**src/hw/spfc_pkg.sv**
```systemverilog
package spfc_pkg;
    // register byte addresses
    localparam logic [7:0] SPFC_CTRL_ADDR  = 8'h00;
    localparam logic [7:0] SPFC_LOCK_ADDR  = 8'h04;
    // control byte fields
    localparam int SPFC_IE_BIT   = 7;
    localparam int SPFC_BUSY_BIT = 6;
    localparam int SPFC_REEN_BIT = 4;
    localparam int SPFC_EN_BIT   = 0;
    localparam logic [7:0] SPFC_CTRL_RESET = 8'h00;
    // command patterns in the low five control bits; all but NONE are accepted
    localparam logic [4:0] SPFC_CMD_REEN = 5'h11;
    localparam logic [4:0] SPFC_CMD_LSET = 5'h09;
    localparam logic [4:0] SPFC_CMD_PWR  = 5'h05;
    localparam logic [4:0] SPFC_CMD_PER  = 5'h03;
    localparam logic [4:0] SPFC_CMD_FILL = 5'h01;
    localparam logic [4:0] SPFC_CMD_NONE = 5'h00;
    // lock byte fields, 1 = unprogrammed
    localparam int SPFC_BOOT_HI = 5;
    localparam int SPFC_BOOT_LO = 4;
    localparam int SPFC_APP_HI  = 3;
    localparam int SPFC_APP_LO  = 2;
    localparam int SPFC_GEN_HI  = 1;
    localparam int SPFC_GEN_LO  = 0;
    localparam logic [7:0] SPFC_LOCK_RESET = 8'hFF;
    // arming window in cycles; lowest armed count for a special read
    localparam logic [2:0] SPFC_ARM_CYCLES = 3'h4;
    localparam logic [2:0] SPFC_LPM_MIN    = 3'h2;
    // first page of the blocking (boot) section
    localparam logic [8:0] SPFC_BLOCKING_SECTION_PAGE  = 9'h1E0;
    localparam int SPFC_BUF_WORDS = 128;
    localparam logic [1:0] SPFC_RESP_OKAY   = 2'h0;
    localparam logic [1:0] SPFC_RESP_SLVERR = 2'h2;

    typedef struct packed {
        logic        store;
        logic        load;
        logic [15:0] r1r0;
        logic [16:0] zptr;
        logic        exec_boot;
        logic        vec_boot;
        logic        gie;
    } spfc_cpu_req_t;

    typedef struct packed {
        logic       erase;
        logic       write;
        logic [8:0] page;
    } spfc_flash_cmd_t;

    typedef enum logic [1:0] {
        SPFC_IDLE  = 2'b00,
        SPFC_ARMED = 2'b01,
        SPFC_BUSY  = 2'b10
    } spfc_state_t;
endpackage

```
**src/hw/spfc_top.sv**
```systemverilog
// What this block does
// - ready interrupt while enabled and store idle
// - lower-section program start sets busy flag
// - busy clears on re-enable or buffer fill
// - re-enable armed four cycles, refused while busy
// - re-enable write aborts loaded buffer data
// - lock-set store programs application and boot locks from r0
// - lock-set clears on completion or timeout
// - special load within three cycles returns locks/fuses
// - page-write store writes buffer to pointer page
// - page-write self-clears; halt CPU for boot page
// - page-erase store erases pointer page, self-clears
// - enable alone arms buffer word fill
// - enable clears on store end, holds while busy
// - invalid command patterns are ignored
// - six lock bits, top bits read one
// - only chip erase or reset returns locks to one
// - general locks block external program and verify
// - application lock modes block writes/reads
// - application read lock suppresses interrupts
// - boot lock modes block writes/reads
// - boot read lock suppresses interrupts
// - pointer high part selects page, low word
//
// The register addresses and the AXI4-Lite register port were chosen for this implementation.
`timescale 1ns/10ps
`default_nettype none
module spfc_top
    import spfc_pkg::*;
(
    input  wire logic            aclk,
    input  wire logic            aresetn,
    input  wire logic [7:0]      s_axi_awaddr,
    input  wire logic            s_axi_awvalid,
    output logic                 s_axi_awready,
    input  wire logic [31:0]     s_axi_wdata,
    input  wire logic [3:0]      s_axi_wstrb,
    input  wire logic            s_axi_wvalid,
    output logic                 s_axi_wready,
    output logic [1:0]           s_axi_bresp,
    output logic                 s_axi_bvalid,
    input  wire logic            s_axi_bready,
    input  wire logic [7:0]      s_axi_araddr,
    input  wire logic            s_axi_arvalid,
    output logic                 s_axi_arready,
    output logic [31:0]          s_axi_rdata,
    output logic [1:0]           s_axi_rresp,
    output logic                 s_axi_rvalid,
    input  wire logic            s_axi_rready,
    input  wire spfc_cpu_req_t   cpu,
    input  wire logic            flash_done,
    input  wire logic            chip_erase,
    input  wire logic [7:0]      fuse_low,
    input  wire logic [6:0]      buf_rd_addr,
    output logic [15:0]          buf_rd_data,
    output spfc_flash_cmd_t      flash_cmd,
    output logic                 special_valid,
    output logic [7:0]           special_data,
    output logic                 read_blocked,
    output logic                 ready_irq,
    output logic                 cpu_halt,
    output logic                 upper_section_busy,
    output logic                 irq_suppress,
    output logic                 ext_prog_block,
    output logic                 ext_verify_block
);
    spfc_state_t      state_reg;
    logic [4:0]       cmd_reg;
    logic [2:0]       wcnt_reg;
    logic             ie_reg;
    logic             busy_reg;
    logic             halt_reg;
    logic             opwr_reg;
    logic [7:0]       lock_reg;
    logic [15:0]      buf_mem [SPFC_BUF_WORDS];
    logic [SPFC_BUF_WORDS-1:0] bval_reg;
    logic [15:0]      buf_rd_reg;
    spfc_flash_cmd_t  fcmd_reg;
    logic             spec_v_reg;
    logic [7:0]       spec_d_reg;
    logic             rblk_reg;
    logic             aw_full_reg;
    logic [7:0]       aw_addr_reg;
    logic             w_full_reg;
    logic [7:0]       w_data_reg;
    logic             w_strb_reg;
    logic             bvalid_reg;
    logic [1:0]       bresp_reg;
    logic             rvalid_reg;
    logic [31:0]      rdata_reg;
    logic [1:0]       rresp_reg;
    wire wr_fire  = aw_full_reg & w_full_reg & ~bvalid_reg;
    wire wr_ctrl  = aw_addr_reg == SPFC_CTRL_ADDR;
    wire wr_map   = wr_ctrl | (aw_addr_reg == SPFC_LOCK_ADDR);
    wire ctrl_wr  = wr_fire & wr_ctrl & w_strb_reg;
    wire rd_fire  = s_axi_arvalid & ~rvalid_reg;
    wire rd_ctrl  = s_axi_araddr == SPFC_CTRL_ADDR;
    wire rd_lock  = s_axi_araddr == SPFC_LOCK_ADDR;
    wire [4:0] new_cmd = w_data_reg[4:0];
    wire cmd_valid = (new_cmd == SPFC_CMD_REEN) | (new_cmd == SPFC_CMD_LSET)
                   | (new_cmd == SPFC_CMD_PWR) | (new_cmd == SPFC_CMD_PER)
                   | (new_cmd == SPFC_CMD_FILL);
    wire accept   = ctrl_wr & cmd_valid & (state_reg != SPFC_BUSY);
    wire [7:0] ctrl_view = {ie_reg, busy_reg, 1'b0, cmd_reg};
    wire armed     = state_reg == SPFC_ARMED;
    wire store_hit = armed & cpu.store & ~accept;
    wire [8:0] tgt_page = cpu.zptr[16:8];
    wire tgt_blocking_section  = tgt_page >= SPFC_BLOCKING_SECTION_PAGE;
    wire app_wlock  = ~lock_reg[SPFC_APP_LO];
    wire app_rlock  = ~lock_reg[SPFC_APP_HI];
    wire boot_wlock = ~lock_reg[SPFC_BOOT_LO];
    wire boot_rlock = ~lock_reg[SPFC_BOOT_HI];
    wire wr_lock   = tgt_blocking_section ? boot_wlock : app_wlock;
    wire is_prog   = (cmd_reg == SPFC_CMD_PER) | (cmd_reg == SPFC_CMD_PWR);
    wire op_start  = store_hit & is_prog & ~wr_lock;
    wire fill_hit  = store_hit & (cmd_reg == SPFC_CMD_FILL);
    wire reen_hit  = store_hit & (cmd_reg == SPFC_CMD_REEN);
    wire lset_hit  = store_hit & (cmd_reg == SPFC_CMD_LSET);
    wire expire    = armed & ~cpu.store & ~accept
                   & (wcnt_reg == 3'h1);
    wire op_done   = (state_reg == SPFC_BUSY) & flash_done;
    wire spec_hit  = armed & (cmd_reg == SPFC_CMD_LSET) & cpu.load
                   & (wcnt_reg >= SPFC_LPM_MIN);
    wire ld_block  = cpu.load & ~spec_hit
                   & ((cpu.exec_boot & ~tgt_blocking_section & app_rlock)
                   | (~cpu.exec_boot & tgt_blocking_section & boot_rlock)
                   | (~tgt_blocking_section & busy_reg));
    assign s_axi_awready = ~aw_full_reg;
    assign s_axi_wready  = ~w_full_reg;
    assign s_axi_bvalid  = bvalid_reg;
    assign s_axi_bresp   = bresp_reg;
    assign s_axi_arready = ~rvalid_reg;
    assign s_axi_rvalid  = rvalid_reg;
    assign s_axi_rdata   = rdata_reg;
    assign s_axi_rresp   = rresp_reg;
    assign ready_irq = ie_reg & cpu.gie & ~cmd_reg[SPFC_EN_BIT];
    assign cpu_halt  = halt_reg;
    assign upper_section_busy = busy_reg;
    assign irq_suppress = (app_rlock & cpu.vec_boot & ~cpu.exec_boot)
                        | (boot_rlock & ~cpu.vec_boot & cpu.exec_boot);
    assign ext_prog_block   = ~lock_reg[SPFC_GEN_LO];
    assign ext_verify_block = ~lock_reg[SPFC_GEN_LO]
                            & ~lock_reg[SPFC_GEN_HI];
    assign flash_cmd     = fcmd_reg;
    assign special_valid = spec_v_reg;
    assign special_data  = spec_d_reg;
    assign read_blocked  = rblk_reg;
    assign buf_rd_data   = buf_rd_reg;
    always_ff @(posedge aclk) begin
        if (!aresetn) begin
            aw_full_reg <= 1'b0;
            aw_addr_reg <= 8'h00;
            w_full_reg  <= 1'b0;
            w_data_reg  <= 8'h00;
            w_strb_reg  <= 1'b0;
            bvalid_reg  <= 1'b0;
            bresp_reg   <= SPFC_RESP_OKAY;
        end else begin
            if (s_axi_awvalid && !aw_full_reg) begin
                aw_full_reg <= 1'b1;
                aw_addr_reg <= s_axi_awaddr;
            end else if (wr_fire) begin
                aw_full_reg <= 1'b0;
            end
            if (s_axi_wvalid && !w_full_reg) begin
                w_full_reg <= 1'b1;
                w_data_reg <= s_axi_wdata[7:0];
                w_strb_reg <= s_axi_wstrb[0];
            end else if (wr_fire) begin
                w_full_reg <= 1'b0;
            end
            if (wr_fire) begin
                bvalid_reg <= 1'b1;
                bresp_reg  <= wr_map ? SPFC_RESP_OKAY : SPFC_RESP_SLVERR;
            end else if (s_axi_bready) begin
                bvalid_reg <= 1'b0;
            end
        end
    end
    // bus read channel; lock register is read-only
    always_ff @(posedge aclk) begin
        if (!aresetn) begin
            rvalid_reg <= 1'b0;
            rdata_reg  <= 32'h0000_0000;
            rresp_reg  <= SPFC_RESP_OKAY;
        end else if (rd_fire) begin
            rvalid_reg <= 1'b1;
            rdata_reg  <= rd_ctrl ? {24'h00_0000, ctrl_view}
                        : rd_lock ? {24'h00_0000, lock_reg}
                        : 32'h0000_0000;
            rresp_reg  <= (rd_ctrl | rd_lock) ? SPFC_RESP_OKAY
                                              : SPFC_RESP_SLVERR;
        end else if (s_axi_rready) begin
            rvalid_reg <= 1'b0;
        end
    end
    always_ff @(posedge aclk) begin
        if (!aresetn) begin
            state_reg <= SPFC_IDLE;
            cmd_reg   <= SPFC_CTRL_RESET[4:0];
            wcnt_reg  <= 3'h0;
            ie_reg    <= SPFC_CTRL_RESET[SPFC_IE_BIT];
            opwr_reg  <= 1'b0;
            fcmd_reg  <= '0;
        end else begin
            fcmd_reg.erase <= 1'b0;
            fcmd_reg.write <= 1'b0;
            if (ctrl_wr) begin
                ie_reg <= w_data_reg[SPFC_IE_BIT];
            end
            case (state_reg)
                SPFC_IDLE, SPFC_ARMED: begin
                    if (accept) begin
                        state_reg <= SPFC_ARMED;
                        cmd_reg   <= new_cmd;
                        wcnt_reg  <= SPFC_ARM_CYCLES;
                    end else if (op_start) begin
                        state_reg      <= SPFC_BUSY;
                        wcnt_reg       <= 3'h0;
                        opwr_reg       <= cmd_reg == SPFC_CMD_PWR;
                        fcmd_reg.erase <= cmd_reg == SPFC_CMD_PER;
                        fcmd_reg.write <= cmd_reg == SPFC_CMD_PWR;
                        fcmd_reg.page  <= tgt_page;
                    end else if (store_hit || expire) begin
                        state_reg <= SPFC_IDLE;
                        cmd_reg   <= SPFC_CMD_NONE;
                        wcnt_reg  <= 3'h0;
                    end else if (armed) begin
                        wcnt_reg <= wcnt_reg - 3'h1;
                    end
                end
                SPFC_BUSY: begin
                    if (flash_done) begin
                        state_reg <= SPFC_IDLE;
                        cmd_reg   <= SPFC_CMD_NONE;
                    end
                end
                default: begin
                    state_reg <= SPFC_IDLE;
                    cmd_reg   <= SPFC_CMD_NONE;
                end
            endcase
        end
    end
    // section busy, CPU halt and lock byte
    always_ff @(posedge aclk) begin
        if (!aresetn) begin
            busy_reg <= SPFC_CTRL_RESET[SPFC_BUSY_BIT];
            halt_reg <= 1'b0;
            lock_reg <= SPFC_LOCK_RESET;
        end else begin
            if (op_start && !tgt_blocking_section) begin
                busy_reg <= 1'b1;
            end else if (reen_hit || fill_hit) begin
                busy_reg <= 1'b0;
            end
            if (op_start && tgt_blocking_section) begin
                halt_reg <= 1'b1;
            end else if (op_done) begin
                halt_reg <= 1'b0;
            end
            if (chip_erase) begin
                lock_reg <= SPFC_LOCK_RESET;
            end else if (lset_hit) begin
                // programming can only lower bits
                lock_reg[SPFC_BOOT_HI:SPFC_APP_LO] <=
                    lock_reg[SPFC_BOOT_HI:SPFC_APP_LO]
                    & cpu.r1r0[SPFC_BOOT_HI:SPFC_APP_LO];
            end
        end
    end
    // temporary page buffer; unloaded words read as erased
    always_ff @(posedge aclk) begin
        if (fill_hit) begin
            buf_mem[cpu.zptr[7:1]] <= cpu.r1r0;
        end
    end
    always_ff @(posedge aclk) begin
        if (!aresetn) begin
            bval_reg   <= '0;
            buf_rd_reg <= 16'hFFFF;
        end else begin
            if (accept && new_cmd[SPFC_REEN_BIT]) begin
                bval_reg <= '0;
            end else if (op_done && opwr_reg) begin
                bval_reg <= '0;
            end else if (fill_hit) begin
                bval_reg[cpu.zptr[7:1]] <= 1'b1;
            end
            buf_rd_reg <= bval_reg[buf_rd_addr] ? buf_mem[buf_rd_addr]
                                                : 16'hFFFF;
        end
    end
    always_ff @(posedge aclk) begin
        if (!aresetn) begin
            spec_v_reg <= 1'b0;
            spec_d_reg <= 8'h00;
            rblk_reg   <= 1'b0;
        end else begin
            spec_v_reg <= spec_hit;
            rblk_reg   <= ld_block;
            if (spec_hit) begin
                spec_d_reg <= cpu.zptr[0] ? lock_reg : fuse_low;
            end
        end
    end
    property p_irq;
        @(posedge aclk) disable iff (!aresetn)
        (state_reg == SPFC_IDLE && ie_reg && cpu.gie) |-> ready_irq;
    endproperty
    a_irq: assert property (p_irq) else $error("ready irq missing");
    property p_busy_set;
        @(posedge aclk) disable iff (!aresetn)
        (op_start && !tgt_blocking_section) |=> busy_reg && state_reg == SPFC_BUSY;
    endproperty
    a_busy_set: assert property (p_busy_set) else $error("busy not set");
    property p_busy_hold;
        @(posedge aclk) disable iff (!aresetn)
        (state_reg == SPFC_BUSY) |-> cmd_reg[SPFC_EN_BIT]
            && ($past(state_reg) != SPFC_BUSY || $stable(busy_reg));
    endproperty
    a_busy_hold: assert property (p_busy_hold)
        else $error("enable dropped during operation");
    property p_refuse;
        @(posedge aclk) disable iff (!aresetn)
        (state_reg == SPFC_BUSY && ctrl_wr && !flash_done)
            |=> state_reg == SPFC_BUSY && $stable(cmd_reg);
    endproperty
    a_refuse: assert property (p_refuse) else $error("taken while busy");
    property p_abort;
        @(posedge aclk) disable iff (!aresetn)
        (accept && new_cmd == SPFC_CMD_REEN) |=> bval_reg == '0;
    endproperty
    a_abort: assert property (p_abort) else $error("load not aborted");
    property p_expire;
        @(posedge aclk) disable iff (!aresetn)
        accept ##1 (!cpu.store && !ctrl_wr)[*4]
            |=> state_reg == SPFC_IDLE && cmd_reg == SPFC_CMD_NONE;
    endproperty
    a_expire: assert property (p_expire) else $error("no expiry");
    property p_invalid;
        @(posedge aclk) disable iff (!aresetn)
        (ctrl_wr && !cmd_valid && state_reg == SPFC_IDLE)
            |=> state_reg == SPFC_IDLE;
    endproperty
    a_invalid: assert property (p_invalid) else $error("bad armed");
    property p_lock_mono;
        @(posedge aclk) disable iff (!aresetn)
        !chip_erase |=> (lock_reg & ~$past(lock_reg)) == 8'h00;
    endproperty
    a_lock_mono: assert property (p_lock_mono) else $error("lock rose");
    property p_special;
        @(posedge aclk) disable iff (!aresetn)
        spec_hit |=> special_valid && special_data
            == ($past(cpu.zptr[0]) ? $past(lock_reg) : $past(fuse_low));
    endproperty
    a_special: assert property (p_special) else $error("bad special");
    property p_halt;
        @(posedge aclk) disable iff (!aresetn)
        (op_start && tgt_blocking_section) |=> cpu_halt throughout
            (state_reg == SPFC_BUSY);
    endproperty
    a_halt: assert property (p_halt) else $error("cpu not halted");
endmodule
`default_nettype wire

```
**config.mk**
```make
export PLATFORM = sky130hd
export DESIGN_NAME = spfc_top
export DESIGN_NICKNAME = d
export VERILOG_FILES = /design/src/hw/spfc_pkg.sv /design/src/hw/spfc_top.sv
export SDC_FILE = /design/constraint.sdc
export NUM_CORES = 2
export LEC_CHECK = 0
export ABC_AREA = 1
export BUFFER_PORTS_ARGS = -buffer_cell sky130_fd_sc_hd__buf_2
export CAP_MARGIN = 30
export CORE_UTILIZATION = 58
export CTS_CLUSTER_SIZE = 24
export DETAILED_ROUTE_END_ITERATION = 10
export PLACE_DENSITY = 0.76
export SYNTH_ARGS = -nofsm -noshare
export SYNTH_HDL_FRONTEND = slang
export SYNTH_SLANG_ARGS = --single-unit
```
**constraint.sdc**
```tcl
create_clock -name aclk -period 3.1 [get_ports aclk]
set_input_delay 0.465 -clock aclk [delete_from_list [all_inputs] [get_ports aclk]]
set_output_delay 0.465 -clock aclk [all_outputs]
set_load 0.005 [all_outputs]
```
==> metrics.cfg <==
[outcome]
outcome=completed

[clocking]
tritoncts_clock_tree=done
cts_made_buffers=214
cts_h_tree_depth=4
tritoncts_num_sinks=2260
post_cts_hold_buffer_count=62
ctsRootBufferMaster=sky130_fd_sc_hd__clkbuf_16
post_cts_buffers=0
worstSkewPairLatency_ns=0.87
cts_max_path_buffers=3
clk_pin_slew_worst_paths_ns=0.07
postCtsResizedCells=0

[detailed_routing]
ant_nets=0
vias=67400
dr_iter_0_viols=9850
avgRoutedWirePerCell_um=23.3
drt-pass1-iter-count=8
vias_per_cell=6.13
wl_mm=256
post-route-drc-count=0

[critical_path]
worst_ep_arrival_time_ns=3.47
critical_path.reg2reg.endpoint=buf_mem[85][14]$_DFFE_PP_
ff2ff_path_depth=13
critPathMaxFanout=11
critical_path_required_ns=3.65
reg2reg_slack_ns=0.18
regToRegStartpoint=w_data_reg[4]$_SDFFE_PN0P_
setup.worst_path.class=flip-flop to flip-flop
critical_path.startpoint_type=flip-flop
cp-end-kind=flip-flop

[grt]
grt_pass1_vias=64600
gr-usage-all-layers_pct=31.3
global_route_wire_length_before_repair_mm=384
grt_antenna_before_repair=9
pin_count_of_the_biggest_net_entering_global_routing=129
grt_remaining_overflow=0

[die]
chipHeight_um=403
core_um2=159000
top_level_ports=198
initial_utilization_pct=58.6
die_w_um=403
placement_rows=146
dieArea_um2=162000

[logic_synthesis]
netlist.area_leader.share_pct=66.0
mean_area_per_synthesized_cell_um2=11.0
postSynthCellCount=8472
synth_top_cells_by_area=sky130_fd_sc_hd__edfxtp_1, sky130_fd_sc_hd__nand2_1, sky130_fd_sc_hd__nand3_1
ys_warn_count=0
synthesis.area_um2=93100
ys_types=43
ys_seq_elements=2260
synth-seq-area-share_pct=70.6
synth_top_area_cell=sky130_fd_sc_hd__edfxtp_1

[timing]
timing.final.hold_violations=0
tightestPinTransition_ns=0.985
timing.setup.tns_ns=0
clock_skew_ns=0.0512
fin_crit_sh_pct=94.1
final_period_minus_worst_setup_slack_ns=2.92
drv_slew=0
timing.max_slew.rel_slack_pct=34.3
setup_violations=0
achievable-frequency_mhz=343
rsz0062_at_grt=false

[placed_design]
gp_routability_congestion=0.914
postPlaceCellArea_um2=98400
dp_hpwl_mm=149
port_buffers=140

[finish]
fillers=10800
drive_above_1_share_pct=10.1
seq_area_um2=65700
footprint_of_the_multi_input_gates_um2=24100
final_net_count=8845
postLayoutCellArea_um2=106000
syn2layout_area_growth_pct=14.0
largest_register_ff_count=2048

[power]
static-leakage-power_nw=38.6
worst_ir_drop_vdd_uv=577
power_density_nw_per_um2=605

[min_path]
hold_path.startpoint=cpu[3]
hp-class=input port to flip-flop
min_delay_worst_endpoint=special_data[6]$_SDFFE_PN0P_
hold_depth=3

[run]
max-cap-violations=0

area by class of cell:
type	count	share of cell area [%]
antenna	4	0.00943
clock buffer	250	5.29
clock inverter	157	1.49
inverter	81	0.321
multi-input combinational	5574	22.7
sequential	2260	61.9
tap	2072	2.44
timing repair buffer	598	5.84
power by group:
group	leakage [nW]	internal, W	total (W)	switching (W)
registers	20.1	0.0332	0.0333	0.0000448
logic	15.0	0.00117	0.00428	0.00311
clock network	3.47	0.0152	0.0267	0.0114
total	38.6	0.0496	0.0642	0.0146
per-stage QoR:
stage	setup slack (ns)	util, %	instances	hold WS (ns)	total power [W]
2_1_floorplan	0.530	-	8499	0.448	0.0361
4_1_cts	0.248	66.8	11000	0.00585	0.0642
5_1_grt	0.0477	66.8	11000	0.0793	0.0656
3_3_place_gp	0.348	61.9	10500	0.462	0.0379
3_5_place_dp	0.284	61.9	10500	0.468	0.0380
6_report	0.184	66.8	11000	0.0779	0.0642
worst max-delay path by stage:
stage	slack, ns	endpoint	startpoint
floorplan	0.53	buf_mem[0][0]$_DFFE_PP_	w_data_reg[2]$_SDFFE_PN0P_
global placement	0.35	buf_rd_data[2]$_SDFF_PN1_	buf_rd_addr[0]
detailed placement	0.28	buf_mem[84][10]$_DFFE_PP_	w_data_reg[2]$_SDFFE_PN0P_
CTS	0.25	buf_mem[85][10]$_DFFE_PP_	w_data_reg[2]$_SDFFE_PN0P_
global route	0.05	buf_mem[85][14]$_DFFE_PP_	w_data_reg[4]$_SDFFE_PN0P_
finish	0.18	buf_mem[85][14]$_DFFE_PP_	w_data_reg[4]$_SDFFE_PN0P_
layer usage:
layer | vias to the layer above | share of wire, % | track usage (%)
met5 | - | 0.024 | 0
met4 | 8 | 4.0 | 13.5
met3 | 657 | 12 | 6.16
met2 | 4511 | 46 | 48.9
met1 | 32200 | 37 | 43.2
li1 | 30000 | - | -
placed cells by master (no fill, tap or decap), types with 28 or more instances in the layout:
cell,instances
sky130_fd_sc_hd__buf_12,146
sky130_fd_sc_hd__clkbuf_16,218
sky130_fd_sc_hd__buf_4,266
sky130_fd_sc_hd__o21ai_1,39
sky130_fd_sc_hd__clkinv_2,42
sky130_fd_sc_hd__a21oi_1,201
sky130_fd_sc_hd__nor2_1,325
sky130_fd_sc_hd__nand2_1,2915
sky130_fd_sc_hd__clkinv_1,58
sky130_fd_sc_hd__dlygate4sd3_1,62
sky130_fd_sc_hd__buf_2,120
sky130_fd_sc_hd__o21ai_0,138
sky130_fd_sc_hd__edfxtp_1,2048
sky130_fd_sc_hd__clkbuf_1,28
sky130_fd_sc_hd__conb_1,28
sky130_fd_sc_hd__dfxtp_1,212
sky130_fd_sc_hd__nand3_1,1838
sky130_fd_sc_hd__inv_1,69
synthesized netlist by cell type, drive strengths merged:
library cell,n
o2111ai,1
nor4b,1
a21oi,201
o21ai,177
clkbuf,107
a211oi,5
nor4,2
conb,1
o31ai,1
ha,2
a22oi,1
nand4,6
buf,477
inv,80
o211ai,25
nor2,330
or2,3
dfxtp,212
a2111oi,1
xnor2,1
nor3,10
edfxtp,2048
o221ai,1
nand3,1847
o22ai,2
clkinv,1
a31oi,1
nand2,2928
critical path: stages, from the launching register on:
cell and delay (ns):
sky130_fd_sc_hd__dfxtp_1 0.41, sky130_fd_sc_hd__inv_2 0.11, sky130_fd_sc_hd__nand3_1 0.10, sky130_fd_sc_hd__nand2_1 0.09
sky130_fd_sc_hd__nand2_2 0.10, sky130_fd_sc_hd__nor2_4 0.06, sky130_fd_sc_hd__inv_4 0.08, sky130_fd_sc_hd__nand2_4 0.07
sky130_fd_sc_hd__nor2_8 0.14, sky130_fd_sc_hd__nand3_4 0.17, sky130_fd_sc_hd__nor3_4 0.48, sky130_fd_sc_hd__nand2_2 0.19
sky130_fd_sc_hd__nor2_1 0.33, sky130_fd_sc_hd__buf_4 0.29
cell families after synthesis:
kind of cell	count (synthesis)	share of synthesized area (%)
XOR/XNOR	1	0.00941
other	1	0.00403
AO/OA/AOI/OAI	416	2.34
buffers and inverters	665	3.68
AND/OR/NAND/NOR	5127	23.3
flip-flops	2260	70.6
adder cells (fa/ha/maj)	2	0.0269
Note: power is estimated with default switching activity, not from simulation.
